===== src/ftet_regs.svh =====
// Register map, field positions, reset values and timing constants
`ifndef FTET_REGS_SVH
`define FTET_REGS_SVH

`define FTET_ADDR_W 8
`define FTET_OFF_CTRL 8'h00
`define FTET_OFF_ROWS 8'h04
`define FTET_OFF_ACTIVE 8'h08
`define FTET_OFF_ROWCLK 8'h0C
`define FTET_OFF_LINECLK 8'h10
`define FTET_OFF_EXTRA 8'h14
`define FTET_OFF_STATUS 8'h18
`define FTET_OFF_FRAMES 8'h1C

`define FTET_CTRL_PIN_EN 0
`define FTET_CTRL_EXT 1
`define FTET_CTRL_EMBED 2
`define FTET_CTRL_PROTO_LO 4
`define FTET_CTRL_PROTO_HI 6
`define FTET_CTRL_DARK_LO 8
`define FTET_CTRL_DARK_HI 11
`define FTET_CTRL_MASK 32'h0000_0F77
`define FTET_HALF_MASK 32'h0000_FFFF

`define FTET_RST_CTRL 32'h0000_0804
`define FTET_RST_ROWS 32'h0000_0020
`define FTET_RST_ACTIVE 32'h0000_0010
`define FTET_RST_ROWCLK 32'h0000_0040
`define FTET_RST_LINECLK 32'h0000_0030
`define FTET_RST_EXTRA 32'h0000_0000

`define FTET_DARK_8 4'h8
`define FTET_DARK_4 4'h4
`define FTET_DARK_2 4'h2
`define FTET_EMBED_ROWS 16'h0002
`define FTET_BLANK_ROWS 16'h0002
`define FTET_TRIG_GUARD 33'h0_0000_0010

`endif


===== src/ftet_pkg.sv =====
// Types and helper functions of the frame timing block
`include "ftet_regs.svh"
package ftet_pkg;

  typedef enum logic [2:0] {
    FTET_PROTO_PAR,
    FTET_PROTO_SS,
    FTET_PROTO_SSP,
    FTET_PROTO_PSP,
    FTET_PROTO_MIPI
  } ftet_proto_t;

  typedef enum logic [1:0] {
    FTET_ROW_DARK,
    FTET_ROW_EMBED,
    FTET_ROW_BLANK,
    FTET_ROW_ACTIVE
  } ftet_kind_t;

  typedef struct packed {
    logic pin_en;
    logic ext_mode;
    logic embed_en;
    ftet_proto_t proto;
    logic [3:0] dark_code;
    logic [15:0] rows;
    logic [15:0] active;
    logic [15:0] row_clks;
    logic [15:0] line_clks;
    logic [15:0] extra;
  } ftet_cfg_t;

  typedef struct packed {
    logic armed;
    logic waiting;
    logic fvalid;
    logic clamped;
    logic [15:0] row;
    logic [15:0] frames;
  } ftet_stat_t;

  typedef struct packed {
    logic start_vblank_row;
    logic sof;
    logic start_active_line;
    logic end_of_line;
    logic eof;
  } ftet_sync_t;

  // Unsupported codes fall back to the reset count
  function automatic logic [15:0] ftet_dark_rows(input logic [3:0] code);
    unique case (code)
      `FTET_DARK_4: return {12'h000, `FTET_DARK_4};
      `FTET_DARK_2: return {12'h000, `FTET_DARK_2};
      default: return {12'h000, `FTET_DARK_8};
    endcase
  endfunction

  function automatic logic [15:0] ftet_min_blank(input logic [3:0] code);
    return ftet_dark_rows(code) + `FTET_EMBED_ROWS + `FTET_BLANK_ROWS;
  endfunction

endpackage


===== src/ftet_apb_regs.sv =====
// APB register file of the frame timing block
`timescale 1ns/1ps
`default_nettype none
module ftet_apb_regs
  import ftet_pkg::*;
(
  input wire logic i_clk,
  input wire logic i_rst_n,
  input wire logic i_psel,
  input wire logic i_penable,
  input wire logic i_pwrite,
  input wire logic [`FTET_ADDR_W-1:0] i_paddr,
  input wire logic [31:0] i_pwdata,
  input wire logic [3:0] i_pstrb,
  output logic [31:0] o_prdata,
  output logic o_pready,
  output logic o_pslverr,
  output ftet_cfg_t o_cfg,
  input wire ftet_stat_t i_stat
);
  logic [31:0] ctrl_r, rows_r, active_r, rowclk_r, lineclk_r, extra_r;
  logic [31:0] rd_val;
  logic mapped, wr;

  function automatic logic [31:0] merge(input logic [31:0] old,
      input logic [31:0] d, input logic [3:0] s, input logic [31:0] m);
    logic [31:0] r;
    r = old;
    for (int i = 0; i < 4; i++) begin
      if (s[i]) r[i*8 +: 8] = d[i*8 +: 8];
    end
    return r & m;
  endfunction

  always_comb begin
    mapped = 1'b1;
    rd_val = 32'h0000_0000;
    unique case (i_paddr)
      `FTET_OFF_CTRL: rd_val = ctrl_r;
      `FTET_OFF_ROWS: rd_val = rows_r;
      `FTET_OFF_ACTIVE: rd_val = active_r;
      `FTET_OFF_ROWCLK: rd_val = rowclk_r;
      `FTET_OFF_LINECLK: rd_val = lineclk_r;
      `FTET_OFF_EXTRA: rd_val = extra_r;
      `FTET_OFF_STATUS: rd_val = {i_stat.row, 12'h000, i_stat.clamped,
          i_stat.fvalid, i_stat.waiting, i_stat.armed};
      `FTET_OFF_FRAMES: rd_val = {16'h0000, i_stat.frames};
      default: mapped = 1'b0;
    endcase
  end

  assign wr = i_psel & i_penable & i_pwrite & mapped;
  assign o_pready = 1'b1;
  assign o_pslverr = i_psel & i_penable & ~mapped;

  // Captured in the setup cycle so read data comes from a flop
  always_ff @(posedge i_clk) begin
    if (!i_rst_n) o_prdata <= 32'h0000_0000;
    else if (i_psel & ~i_penable & ~i_pwrite) o_prdata <= rd_val;
  end

  always_ff @(posedge i_clk) begin
    if (!i_rst_n) begin
      ctrl_r <= `FTET_RST_CTRL;
      rows_r <= `FTET_RST_ROWS;
      active_r <= `FTET_RST_ACTIVE;
      rowclk_r <= `FTET_RST_ROWCLK;
      lineclk_r <= `FTET_RST_LINECLK;
      extra_r <= `FTET_RST_EXTRA;
    end else if (wr) begin
      unique case (i_paddr)
        `FTET_OFF_CTRL: ctrl_r <= merge(ctrl_r, i_pwdata, i_pstrb,
            `FTET_CTRL_MASK);
        `FTET_OFF_ROWS: rows_r <= merge(rows_r, i_pwdata, i_pstrb,
            `FTET_HALF_MASK);
        `FTET_OFF_ACTIVE: active_r <= merge(active_r, i_pwdata, i_pstrb,
            `FTET_HALF_MASK);
        `FTET_OFF_ROWCLK: rowclk_r <= merge(rowclk_r, i_pwdata, i_pstrb,
            `FTET_HALF_MASK);
        `FTET_OFF_LINECLK: lineclk_r <= merge(lineclk_r, i_pwdata,
            i_pstrb, `FTET_HALF_MASK);
        `FTET_OFF_EXTRA: extra_r <= merge(extra_r, i_pwdata, i_pstrb,
            `FTET_HALF_MASK);
        default: ;
      endcase
    end
  end

  always_comb begin
    o_cfg.pin_en = ctrl_r[`FTET_CTRL_PIN_EN];
    o_cfg.ext_mode = ctrl_r[`FTET_CTRL_EXT];
    o_cfg.embed_en = ctrl_r[`FTET_CTRL_EMBED];
    o_cfg.proto = ftet_proto_t'(ctrl_r[`FTET_CTRL_PROTO_HI:
        `FTET_CTRL_PROTO_LO]);
    o_cfg.dark_code = ctrl_r[`FTET_CTRL_DARK_HI:`FTET_CTRL_DARK_LO];
    o_cfg.rows = rows_r[15:0];
    o_cfg.active = active_r[15:0];
    o_cfg.row_clks = rowclk_r[15:0];
    o_cfg.line_clks = lineclk_r[15:0];
    o_cfg.extra = extra_r[15:0];
  end
endmodule
`default_nettype wire


===== src/ftet_frame_timing.sv =====
// Frame timing controller with external frame trigger
`timescale 1ns/1ps
`default_nettype none
`include "ftet_regs.svh"

// How it works
// - Frame spans rows_per_frame row periods, stretched to active rows plus minimum blanking if shorter
// - Minimum blanking: dark rows plus four
// - Dark row code 8, 4 or 2
// - Embedded data rows when enable set
// - Blank rows replace embedded rows otherwise
// - Embedded rows marked for CSI-2 layout
// - Trigger mode needs both enable bits
// - Free run: next frame after extra delay
// - Start only on armed rising trigger edge
// - Disarmed for frame period minus 16
// - Rearm after the inactive interval
// - Pointers pause while waiting for trigger
// - Edges while disarmed are ignored
// - Blanking rows first, then active rows
// - Frame starts blanking, ends last active row
// - Streaming S and SP sync code sets
// - Packetized and MIPI codes, parallel valids
// - Row lasts clocks_per_row clocks
// - Extra delay clocks after last row
module ftet_frame_timing
  import ftet_pkg::*;
(
  input wire logic I_REF_CLK,
  input wire logic I_RST_N,
  input wire logic I_PSEL,
  input wire logic I_PENABLE,
  input wire logic I_PWRITE,
  input wire logic [`FTET_ADDR_W-1:0] I_PADDR,
  input wire logic [31:0] I_PWDATA,
  input wire logic [3:0] I_PSTRB,
  output logic [31:0] O_PRDATA,
  output logic O_PREADY,
  output logic O_PSLVERR,
  input wire logic I_FRAME_TRIGGER,
  output logic O_FRAME_VALID,
  output logic O_LINE_VALID,
  output ftet_sync_t O_SYNC,
  output ftet_kind_t O_ROW_KIND,
  output logic O_EMBED_LINE,
  output logic [15:0] O_ROW_INDEX,
  output logic O_PTR_RUN
);

  typedef enum logic [1:0] {
    ST_WAIT,
    ST_ROWS,
    ST_EXTRA
  } ftet_state_t;

  ftet_cfg_t cfg;
  ftet_cfg_t lat_r;
  ftet_stat_t stat;
  ftet_state_t state_r, state_nxt;

  logic [15:0] live_min, live_rows;
  logic [16:0] live_need;
  logic live_clamp;
  logic [31:0] live_prod;
  logic [32:0] frame_clks, guard_load;

  logic [15:0] lat_rows_r, lat_dark_r, lat_vb_r;
  logic [15:0] row_r, col_r, xtra_r, frames_r;
  logic col_end, line_end, last_row, xtra_done, end_now;
  logic go, start, consume;

  logic trig_s, trig_d_r, trig_edge;
  logic ext_en, ext_d_r, ext_rise;
  logic armed_r, pend_r, accept;
  logic [32:0] inact_r;

  ftet_kind_t kind;
  logic in_rows, is_active, use_sov, use_sof, use_soa, use_end;
  ftet_sync_t sync_nxt;

  ftet_apb_regs u_regs (
    .i_clk(I_REF_CLK),
    .i_rst_n(I_RST_N),
    .i_psel(I_PSEL),
    .i_penable(I_PENABLE),
    .i_pwrite(I_PWRITE),
    .i_paddr(I_PADDR),
    .i_pwdata(I_PWDATA),
    .i_pstrb(I_PSTRB),
    .o_prdata(O_PRDATA),
    .o_pready(O_PREADY),
    .o_pslverr(O_PSLVERR),
    .o_cfg(cfg),
    .i_stat(stat)
  );

  // The trigger pin is asynchronous to the pixel clock
  ftet_sync u_trig_sync (
    .i_clk(I_REF_CLK),
    .i_rst_n(I_RST_N),
    .i_d(I_FRAME_TRIGGER),
    .o_q(trig_s)
  );

  // Live geometry; a too short frame is stretched to the minimum
  assign live_min = ftet_min_blank(cfg.dark_code);
  assign live_need = {1'b0, cfg.active} + {1'b0, live_min};
  assign live_clamp = live_need > {1'b0, cfg.rows};
  assign live_rows = live_clamp ? live_need[15:0] : cfg.rows;
  assign live_prod = 32'(live_rows) * 32'(cfg.row_clks);
  assign frame_clks = {1'b0, live_prod} + {17'h0_0000, cfg.extra};
  assign guard_load = (frame_clks > `FTET_TRIG_GUARD) ?
      frame_clks - `FTET_TRIG_GUARD : 33'h0_0000_0001;

  assign ext_en = cfg.pin_en & cfg.ext_mode;
  assign ext_rise = ext_en & ~ext_d_r;
  assign trig_edge = trig_s & ~trig_d_r;
  assign accept = ext_en & armed_r & trig_edge;

  always_ff @(posedge I_REF_CLK) begin
    if (!I_RST_N) begin
      trig_d_r <= 1'b0;
      ext_d_r <= 1'b0;
    end else begin
      trig_d_r <= trig_s;
      ext_d_r <= ext_en;
    end
  end

  // Trigger arming; armed state can precede frame end by 16 clocks
  always_ff @(posedge I_REF_CLK) begin
    if (!I_RST_N) begin
      armed_r <= 1'b1;
      inact_r <= 33'h0_0000_0000;
    end else if (accept) begin
      // Taken first so an edge in the enabling clock still disarms
      armed_r <= 1'b0;
      inact_r <= guard_load;
    end else if (!ext_en || ext_rise) begin
      armed_r <= 1'b1;
      inact_r <= 33'h0_0000_0000;
    end else if (!armed_r) begin
      if (inact_r <= 33'h0_0000_0001) begin
        armed_r <= 1'b1;
      end else begin
        inact_r <= inact_r - 33'h0_0000_0001;
      end
    end
  end

  // An edge taken before the readout ends waits here for the frame end
  always_ff @(posedge I_REF_CLK) begin
    if (!I_RST_N) begin
      pend_r <= 1'b0;
    end else if (!ext_en) begin
      pend_r <= 1'b0;
    end else begin
      pend_r <= accept | (pend_r & ~consume);
    end
  end

  // True on the last count of a span; a zero span ends at once
  function automatic logic at_last(input logic [15:0] cur,
      input logic [15:0] lim);
    return ({1'b0, cur} + 17'h0_0001) >= {1'b0, lim};
  endfunction

  // Row and frame position against the settings of this frame
  assign col_end = at_last(col_r, lat_r.row_clks);
  assign line_end = ({1'b0, col_r} + 17'h0_0001) ==
      {1'b0, lat_r.line_clks};
  assign last_row = at_last(row_r, lat_rows_r);
  assign xtra_done = at_last(xtra_r, lat_r.extra);
  assign end_now = (state_r == ST_ROWS && col_end && last_row &&
      lat_r.extra == 16'h0000) || (state_r == ST_EXTRA && xtra_done);

  assign go = ~ext_en | pend_r;
  assign start = ((state_r == ST_WAIT) | end_now) & go;
  assign consume = start & ext_en;

  always_comb begin
    state_nxt = state_r;
    unique case (state_r)
      ST_WAIT: begin
        if (start) state_nxt = ST_ROWS;
      end
      ST_ROWS: begin
        if (col_end && last_row) begin
          if (lat_r.extra != 16'h0000) state_nxt = ST_EXTRA;
          else state_nxt = start ? ST_ROWS : ST_WAIT;
        end
      end
      ST_EXTRA: begin
        if (xtra_done) state_nxt = start ? ST_ROWS : ST_WAIT;
      end
    endcase
  end

  always_ff @(posedge I_REF_CLK) begin
    if (!I_RST_N) state_r <= ST_WAIT;
    else state_r <= state_nxt;
  end

  // Settings are taken once per frame so a frame is never torn
  always_ff @(posedge I_REF_CLK) begin
    if (!I_RST_N) begin
      lat_r <= '0;
      lat_rows_r <= 16'h0000;
      lat_dark_r <= 16'h0000;
      lat_vb_r <= 16'h0000;
    end else if (start) begin
      lat_r <= cfg;
      lat_rows_r <= live_rows;
      lat_dark_r <= ftet_dark_rows(cfg.dark_code);
      lat_vb_r <= live_rows - cfg.active;
    end
  end

  // Frame count for software; wraps silently
  always_ff @(posedge I_REF_CLK) begin
    if (!I_RST_N) begin
      frames_r <= 16'h0000;
    end else if (start) begin
      frames_r <= frames_r + 16'h0001;
    end
  end

  // Column within the row; a zero row length counts as one clock
  always_ff @(posedge I_REF_CLK) begin
    if (!I_RST_N) begin
      col_r <= 16'h0000;
    end else if (start) begin
      col_r <= 16'h0000;
    end else if (state_r == ST_ROWS) begin
      col_r <= col_end ? 16'h0000 : col_r + 16'h0001;
    end
  end

  // Row pointer; holds the last row through extra delay and waiting
  always_ff @(posedge I_REF_CLK) begin
    if (!I_RST_N) begin
      row_r <= 16'h0000;
    end else if (start) begin
      row_r <= 16'h0000;
    end else if (state_r == ST_ROWS && col_end && !last_row) begin
      row_r <= row_r + 16'h0001;
    end
  end

  // Extra delay clocks after the last row
  always_ff @(posedge I_REF_CLK) begin
    if (!I_RST_N) begin
      xtra_r <= 16'h0000;
    end else if (start) begin
      xtra_r <= 16'h0000;
    end else if (state_r == ST_EXTRA) begin
      xtra_r <= xtra_r + 16'h0001;
    end
  end

  // Blanking rows lead: dark, embedded or blank pair, then blank
  always_comb begin
    if (row_r < lat_dark_r) begin
      kind = FTET_ROW_DARK;
    end else if (row_r < lat_dark_r + `FTET_EMBED_ROWS) begin
      kind = lat_r.embed_en ? FTET_ROW_EMBED : FTET_ROW_BLANK;
    end else if (row_r < lat_vb_r) begin
      kind = FTET_ROW_BLANK;
    end else begin
      kind = FTET_ROW_ACTIVE;
    end
  end

  // Codes and valids only while rows are read, never in extra delay
  assign in_rows = state_r == ST_ROWS;
  assign is_active = in_rows && kind == FTET_ROW_ACTIVE;

  // Code sets per protocol; parallel relies on the valid flags alone
  assign use_sov = lat_r.proto == FTET_PROTO_SS ||
      lat_r.proto == FTET_PROTO_SSP;
  assign use_sof = lat_r.proto == FTET_PROTO_SSP ||
      lat_r.proto == FTET_PROTO_PSP ||
      lat_r.proto == FTET_PROTO_MIPI;
  assign use_soa = use_sov | use_sof;
  assign use_end = use_sof;

  always_comb begin
    sync_nxt = '0;
    if (in_rows && col_r == 16'h0000) begin
      sync_nxt.start_vblank_row = use_sov && !is_active;
      sync_nxt.sof = use_sof && row_r == 16'h0000;
      sync_nxt.start_active_line = use_soa && is_active;
    end
    if (is_active && line_end) begin
      sync_nxt.end_of_line = use_end;
      sync_nxt.eof = use_end && last_row;
    end
  end

  // Registered framing flags, one clock behind the counters
  always_ff @(posedge I_REF_CLK) begin
    if (!I_RST_N) begin
      O_FRAME_VALID <= 1'b0;
      O_LINE_VALID <= 1'b0;
      O_SYNC <= '0;
    end else begin
      O_FRAME_VALID <= is_active;
      O_LINE_VALID <= is_active && col_r < lat_r.line_clks;
      O_SYNC <= sync_nxt;
    end
  end

  // Row description, aligned with the framing flags
  always_ff @(posedge I_REF_CLK) begin
    if (!I_RST_N) begin
      O_ROW_KIND <= FTET_ROW_BLANK;
      O_EMBED_LINE <= 1'b0;
      O_ROW_INDEX <= 16'h0000;
    end else begin
      O_ROW_KIND <= kind;
      // Second of the two embedded rows for the CSI-2 packer
      O_EMBED_LINE <= row_r != lat_dark_r;
      O_ROW_INDEX <= row_r;
    end
  end

  // Shutter and read pointers stand still while awaiting a trigger
  assign O_PTR_RUN = state_r != ST_WAIT;

  // Status view; armed reads low whenever trigger mode is off
  always_comb begin
    stat.armed = ext_en & armed_r;
    stat.waiting = state_r == ST_WAIT;
    stat.fvalid = is_active;
    stat.clamped = live_clamp;
    stat.row = row_r;
    stat.frames = frames_r;
  end

endmodule
`default_nettype wire


===== src/ftet_sync.sv =====
// Two-stage synchroniser for the trigger pin
`timescale 1ns/1ps
`default_nettype none
module ftet_sync (
  input wire logic i_clk,
  input wire logic i_rst_n,
  input wire logic i_d,
  output logic o_q
);
  logic meta_r;

  always_ff @(posedge i_clk) begin
    if (!i_rst_n) begin
      meta_r <= 1'b0;
      o_q <= 1'b0;
    end else begin
      meta_r <= i_d;
      o_q <= meta_r;
    end
  end
endmodule
`default_nettype wire


===== config.mk =====
export PLATFORM = sky130hd
export DESIGN_NAME = ftet_frame_timing
export DESIGN_NICKNAME = d
export VERILOG_FILES = /design/src/ftet_pkg.sv /design/src/ftet_apb_regs.sv /design/src/ftet_frame_timing.sv /design/src/ftet_sync.sv
export VERILOG_INCLUDE_DIRS = /design/src /design/src/src
export SDC_FILE = /design/constraint.sdc
export NUM_CORES = 2
export LEC_CHECK = 0
export BUFFER_PORTS_ARGS = -buffer_cell sky130_fd_sc_hd__buf_4
export CAP_MARGIN = 20
export CORE_UTILIZATION = 44
export DETAILED_ROUTE_END_ITERATION = 7
export PLACE_DENSITY = 0.71
export SETUP_SLACK_MARGIN = 0.4
export SLEW_MARGIN = 20
export SYNTH_ARGS = -nofsm -noshare
export SYNTH_HDL_FRONTEND = slang
export SYNTH_SLANG_ARGS = --single-unit
export TNS_END_PERCENT = 1

===== constraint.sdc =====
create_clock -name I_REF_CLK -period 12.3 [get_ports I_REF_CLK]
set_clock_uncertainty 0.1 [all_clocks]
set_input_delay 1.23 -clock I_REF_CLK [delete_from_list [all_inputs] [get_ports I_REF_CLK]]
set_output_delay 1.23 -clock I_REF_CLK [all_outputs]
set_load 0.02 [all_outputs]

==> results.md <==
* Most used cell, CP: fa_1
* Total CTS buffers at 39
* Setup crit end kind: flop
* Initial Utilization at 0.448
* FF+latch count, synth at 340
* Avg Inst Size Synth at 8.06 um^2
* Final instance area at 31800 um^2
* Initial antenna violation count at 0
* Worst-path cell with the longest stage delay: fa_1
* RSZ-0062 raised after global routing: false
* Peak VDD IR at 0.0974 mV
* Overall routing resource usage at 0.249
* Area occupied by multi-input gates at 19900 um^2
* Vias in the first global route at 24500
* Htree depth at 2
* Met3 Use GR at 0.0429
* Ant diodes at 0
* Least-Margin Pin Slew at 1120 ps
* Die X at 259 um
* Met2 usage at 0.410
* TritonRoute pass-1 iters at 5
* Top-Level Pins at 111
* DIE AREA at 67000 um^2
* Cts hold-fix bufs at 0
* TNS Setup at 0 ps
* Mapped Area at 29000 um^2
* Syn. warnings at 0
* CP Class: flop to flop
* Post-DP HPWL at 60800 um
* DRT iter0 DRCs at 2226
* CTS max path bufs at 3
* Avg WL per Cell at 18.6 um
* CP Launch Type: flop
* Num rows at 93
* Outcome: finished clean
* Gr busiest metal: met2
* Ys flop type: dfxtp_1
* Clock Sinks at 340
* Drt drc at 0
* Max incr delay on CP at 620 ps
* DP Area at 30200 um^2
* Fraction of layout cells with a size suffix above 1 at 0.0821
* CTS tree: yes
* Antenna-violating nets left at 0
* Min-Delay Path Class: flop to flop
* Leak Pwr at 13.7 nW
* Family with the most delay on the worst path: adder cells
* Worst-skew pair later-pin latency at 590 ps
* Part of the Yosys area used for sequential elements at 0.234
* Routed wire length at 82700 um
* Max Cap Viol at 0
* EDFF count, synth at 0
* Final Hold Fails at 0
* Routing usage on met1 at 0.325
* Slew Limit Fails at 0
* Worst Path Buf+Inv at 7
* F_max at 88.1 MHz
* GPL Wtd Cong at 0.948
* Overflow left after global routing at 0
* Crit path time final at 11350 ps
* First-pass GRT wire length at 133000 um
* # fillers at 6155
* Distinct cell type count after synthesis at 110
* Core footprint at 64800 um^2
* Clock-pin slew on the worst setup and hold paths at 60 ps
* Reg area at 6810 um^2
* Die Y at 259 um
* WP data arrival at 11710 ps
* P per Cell Area at 90.0 nW/um^2
* Final setup vio count at 0
* Layout Nets at 4075
* Synth async-reset ratio at 0
* Final period util at 0.923
* Slew margin rel. at 0.251
* Root buffer cell: clkbuf_16
* Routed via count at 25000
* Area growth syn-to-layout at 9.41%
* Vias per cell at 5.63
* Post-Syn Nets at 4110
* Largest net degree at the start of global routing at 92
* CP max FO at 13
* Port Buffers at 91
* Worst Path Required at 12660 ps
* Total Power at 2.86 mW
* Syn Inst Count at 3602
## kinds of logic (layout without fill, tap and decap cells)
family | after synthesis | in the layout | synth area share
and+or+nand+nor | 1327 | 1327 | 0.219
buffers and inverters | 640 | 632 | 0.0874
AOI/OAI and AO/OA | 633 | 633 | 0.143
adders and majority gates | 458 | 458 | 0.252
DFF | 340 | 340 | 0.234
xor gates and xnor gates | 176 | 176 | 0.0533
muxes | 26 | 26 | 0.00961
other | 2 | 2 | 0.000259
## per-stage QoR
stage / hold slack [ps] / std cells / util / setup WS (ps)
floorplan: 312 / 3602 / - / 1730
global placement: 318 / 4377 / 0.467 / 560
detailed placement: 323 / 4377 / 0.467 / 507
CTS: 335 / 4445 / 0.487 / 415
global route: 361 / 4449 / 0.490 / 404
finish: 334 / 4449 / 0.490 / 950
## cells in the mapped netlist, types with 6 or more instances
cell type  number  area (um^2)
nand2_1       537         2020
inv_1         424         1590
dfxtp_1       340         6810
a21oi_1       277         1390
ha_1          245         3070
fa_1          213         4260
nor2_1        188          706
nand3_1       171          856
clkbuf_1      150          563
and2_1        148          926
xnor2_1       105          920
o21ai_0        73          365
xor2_1         70          613
and3_1         54          338
nor3_1         53          265
a21o_1         50          375
nand4_1        39          244
buf_2          30          150
nor4_1         29          181
a221oi_1       22          193
nand2b_1       21          131
a22oi_1        18          135
a31oi_1        18          113
a211oi_1       16          120
mux2_2         15          169
o21a_1         15          113
o32a_1         15          150
a22o_1         14          123
nor2b_1        13         81.3
buf_1          11         41.3
mux2i_1        11          110
or3_1          11         68.8
buf_4          10         75.1
and4_1          8         70.1
nor3b_1         8         60.1
o21ai_1         8         40.0
a211o_1         7         61.3
buf_6           7         78.8
o22ai_1         7         43.8
or2_2           7         43.8
clkbuf_2        6         30.0
nor4b_1         6         52.6
o211ai_1        6         45.0
## power breakdown
group	switching [mW]	total [mW]	leakage (nW)	internal [mW]
logic	0.330	0.464	10.3	0.134
clock network	0.501	1.24	0.653	0.738
registers	0.0232	1.16	2.75	1.13
total	0.854	2.86	13.7	2.01
## routing by layer
metal	vias up	share of wire
met1	12100	0.43
met5	-	0
met4	0	0.037
met3	160	0.074
met2	878	0.46
li1	11900	-
## repair_timing
item,4_1_cts,5_1_grt
buffers inserted,0,3
endpoints found under the setup margin,0,33
hold endpoints to repair,0,0
gates resized for setup,0,30
## worst reg2reg max path, delay by kind of cell, from the launching register on
family                   cells  cell delay, ps
AO/OA/AOI/OAI               16            3590
XOR/XNOR                     1             150
adder cells (fa/ha/maj)      9            4210
buffers and inverters        7             740
flip-flops                   1             400
multiplexers                 1             470
AND/OR/NAND/NOR              8            1530
## final timing paths
| check | from | end | slack (ps) | cells after the start |
|---|---|---|---|---|
| max reg2reg | u_regs.ctrl_r[10] | inact_r[5] | 950 | 42 |
| max | u_regs.ctrl_r[10] | inact_r[5] | 950 | 42 |
| min | u_trig_sync.meta_r | u_trig_sync.o_q | 330 | 1 |
| min reg2reg | u_trig_sync.meta_r | u_trig_sync.o_q | 330 | 1 |
## flip-flops by register name (all words and copies together) (netlist names), 3 cells and up
signal / flops
O_ROW_INDEX: 16
O_SYNC: 5
col_r: 16
frames_r: 16
inact_r: 33
lat_dark_r: 3
lat_r: 52
lat_rows_r: 16
lat_vb_r: 16
row_r: 16
u_regs.active_r: 16
u_regs.ctrl_r: 10
u_regs.extra_r: 16
u_regs.lineclk_r: 16
u_regs.o_prdata: 32
u_regs.rowclk_r: 16
u_regs.rows_r: 16
xtra_r: 16
## cells in the final DEF (no fill, tap or decap), drive strengths merged, types with 15 or more instances in the layout
cell,Yosys,routed
nor2,188,188
a31oi,18,18
nand2b,21,21
o21ai,82,82
inv,425,427
buf,58,138
fa,213,213
a211oi,21,21
a221oi,22,22
dfxtp,340,340
nand2,538,538
clkbuf,156,50
ha,245,245
a21oi,277,277
o32a,15,15
and2,150,150
xnor2,106,106
nor3,55,55
xor2,70,70
o21a,16,16
nor4,33,33
nand3,173,173
mux2,15,15
and3,54,54
a21o,50,50
nand4,40,40
a22oi,21,21
## layout make-up
class	count	area share
clock buffers	50	0.0333
clock inverters	18	0.00910
inverters	426	0.0505
multi-input cells	2622	0.626
flip-flops and latches	340	0.214
well taps	855	0.0337
repair buffers	138	0.0328
Note: power is estimated with default switching activity, not from simulation.
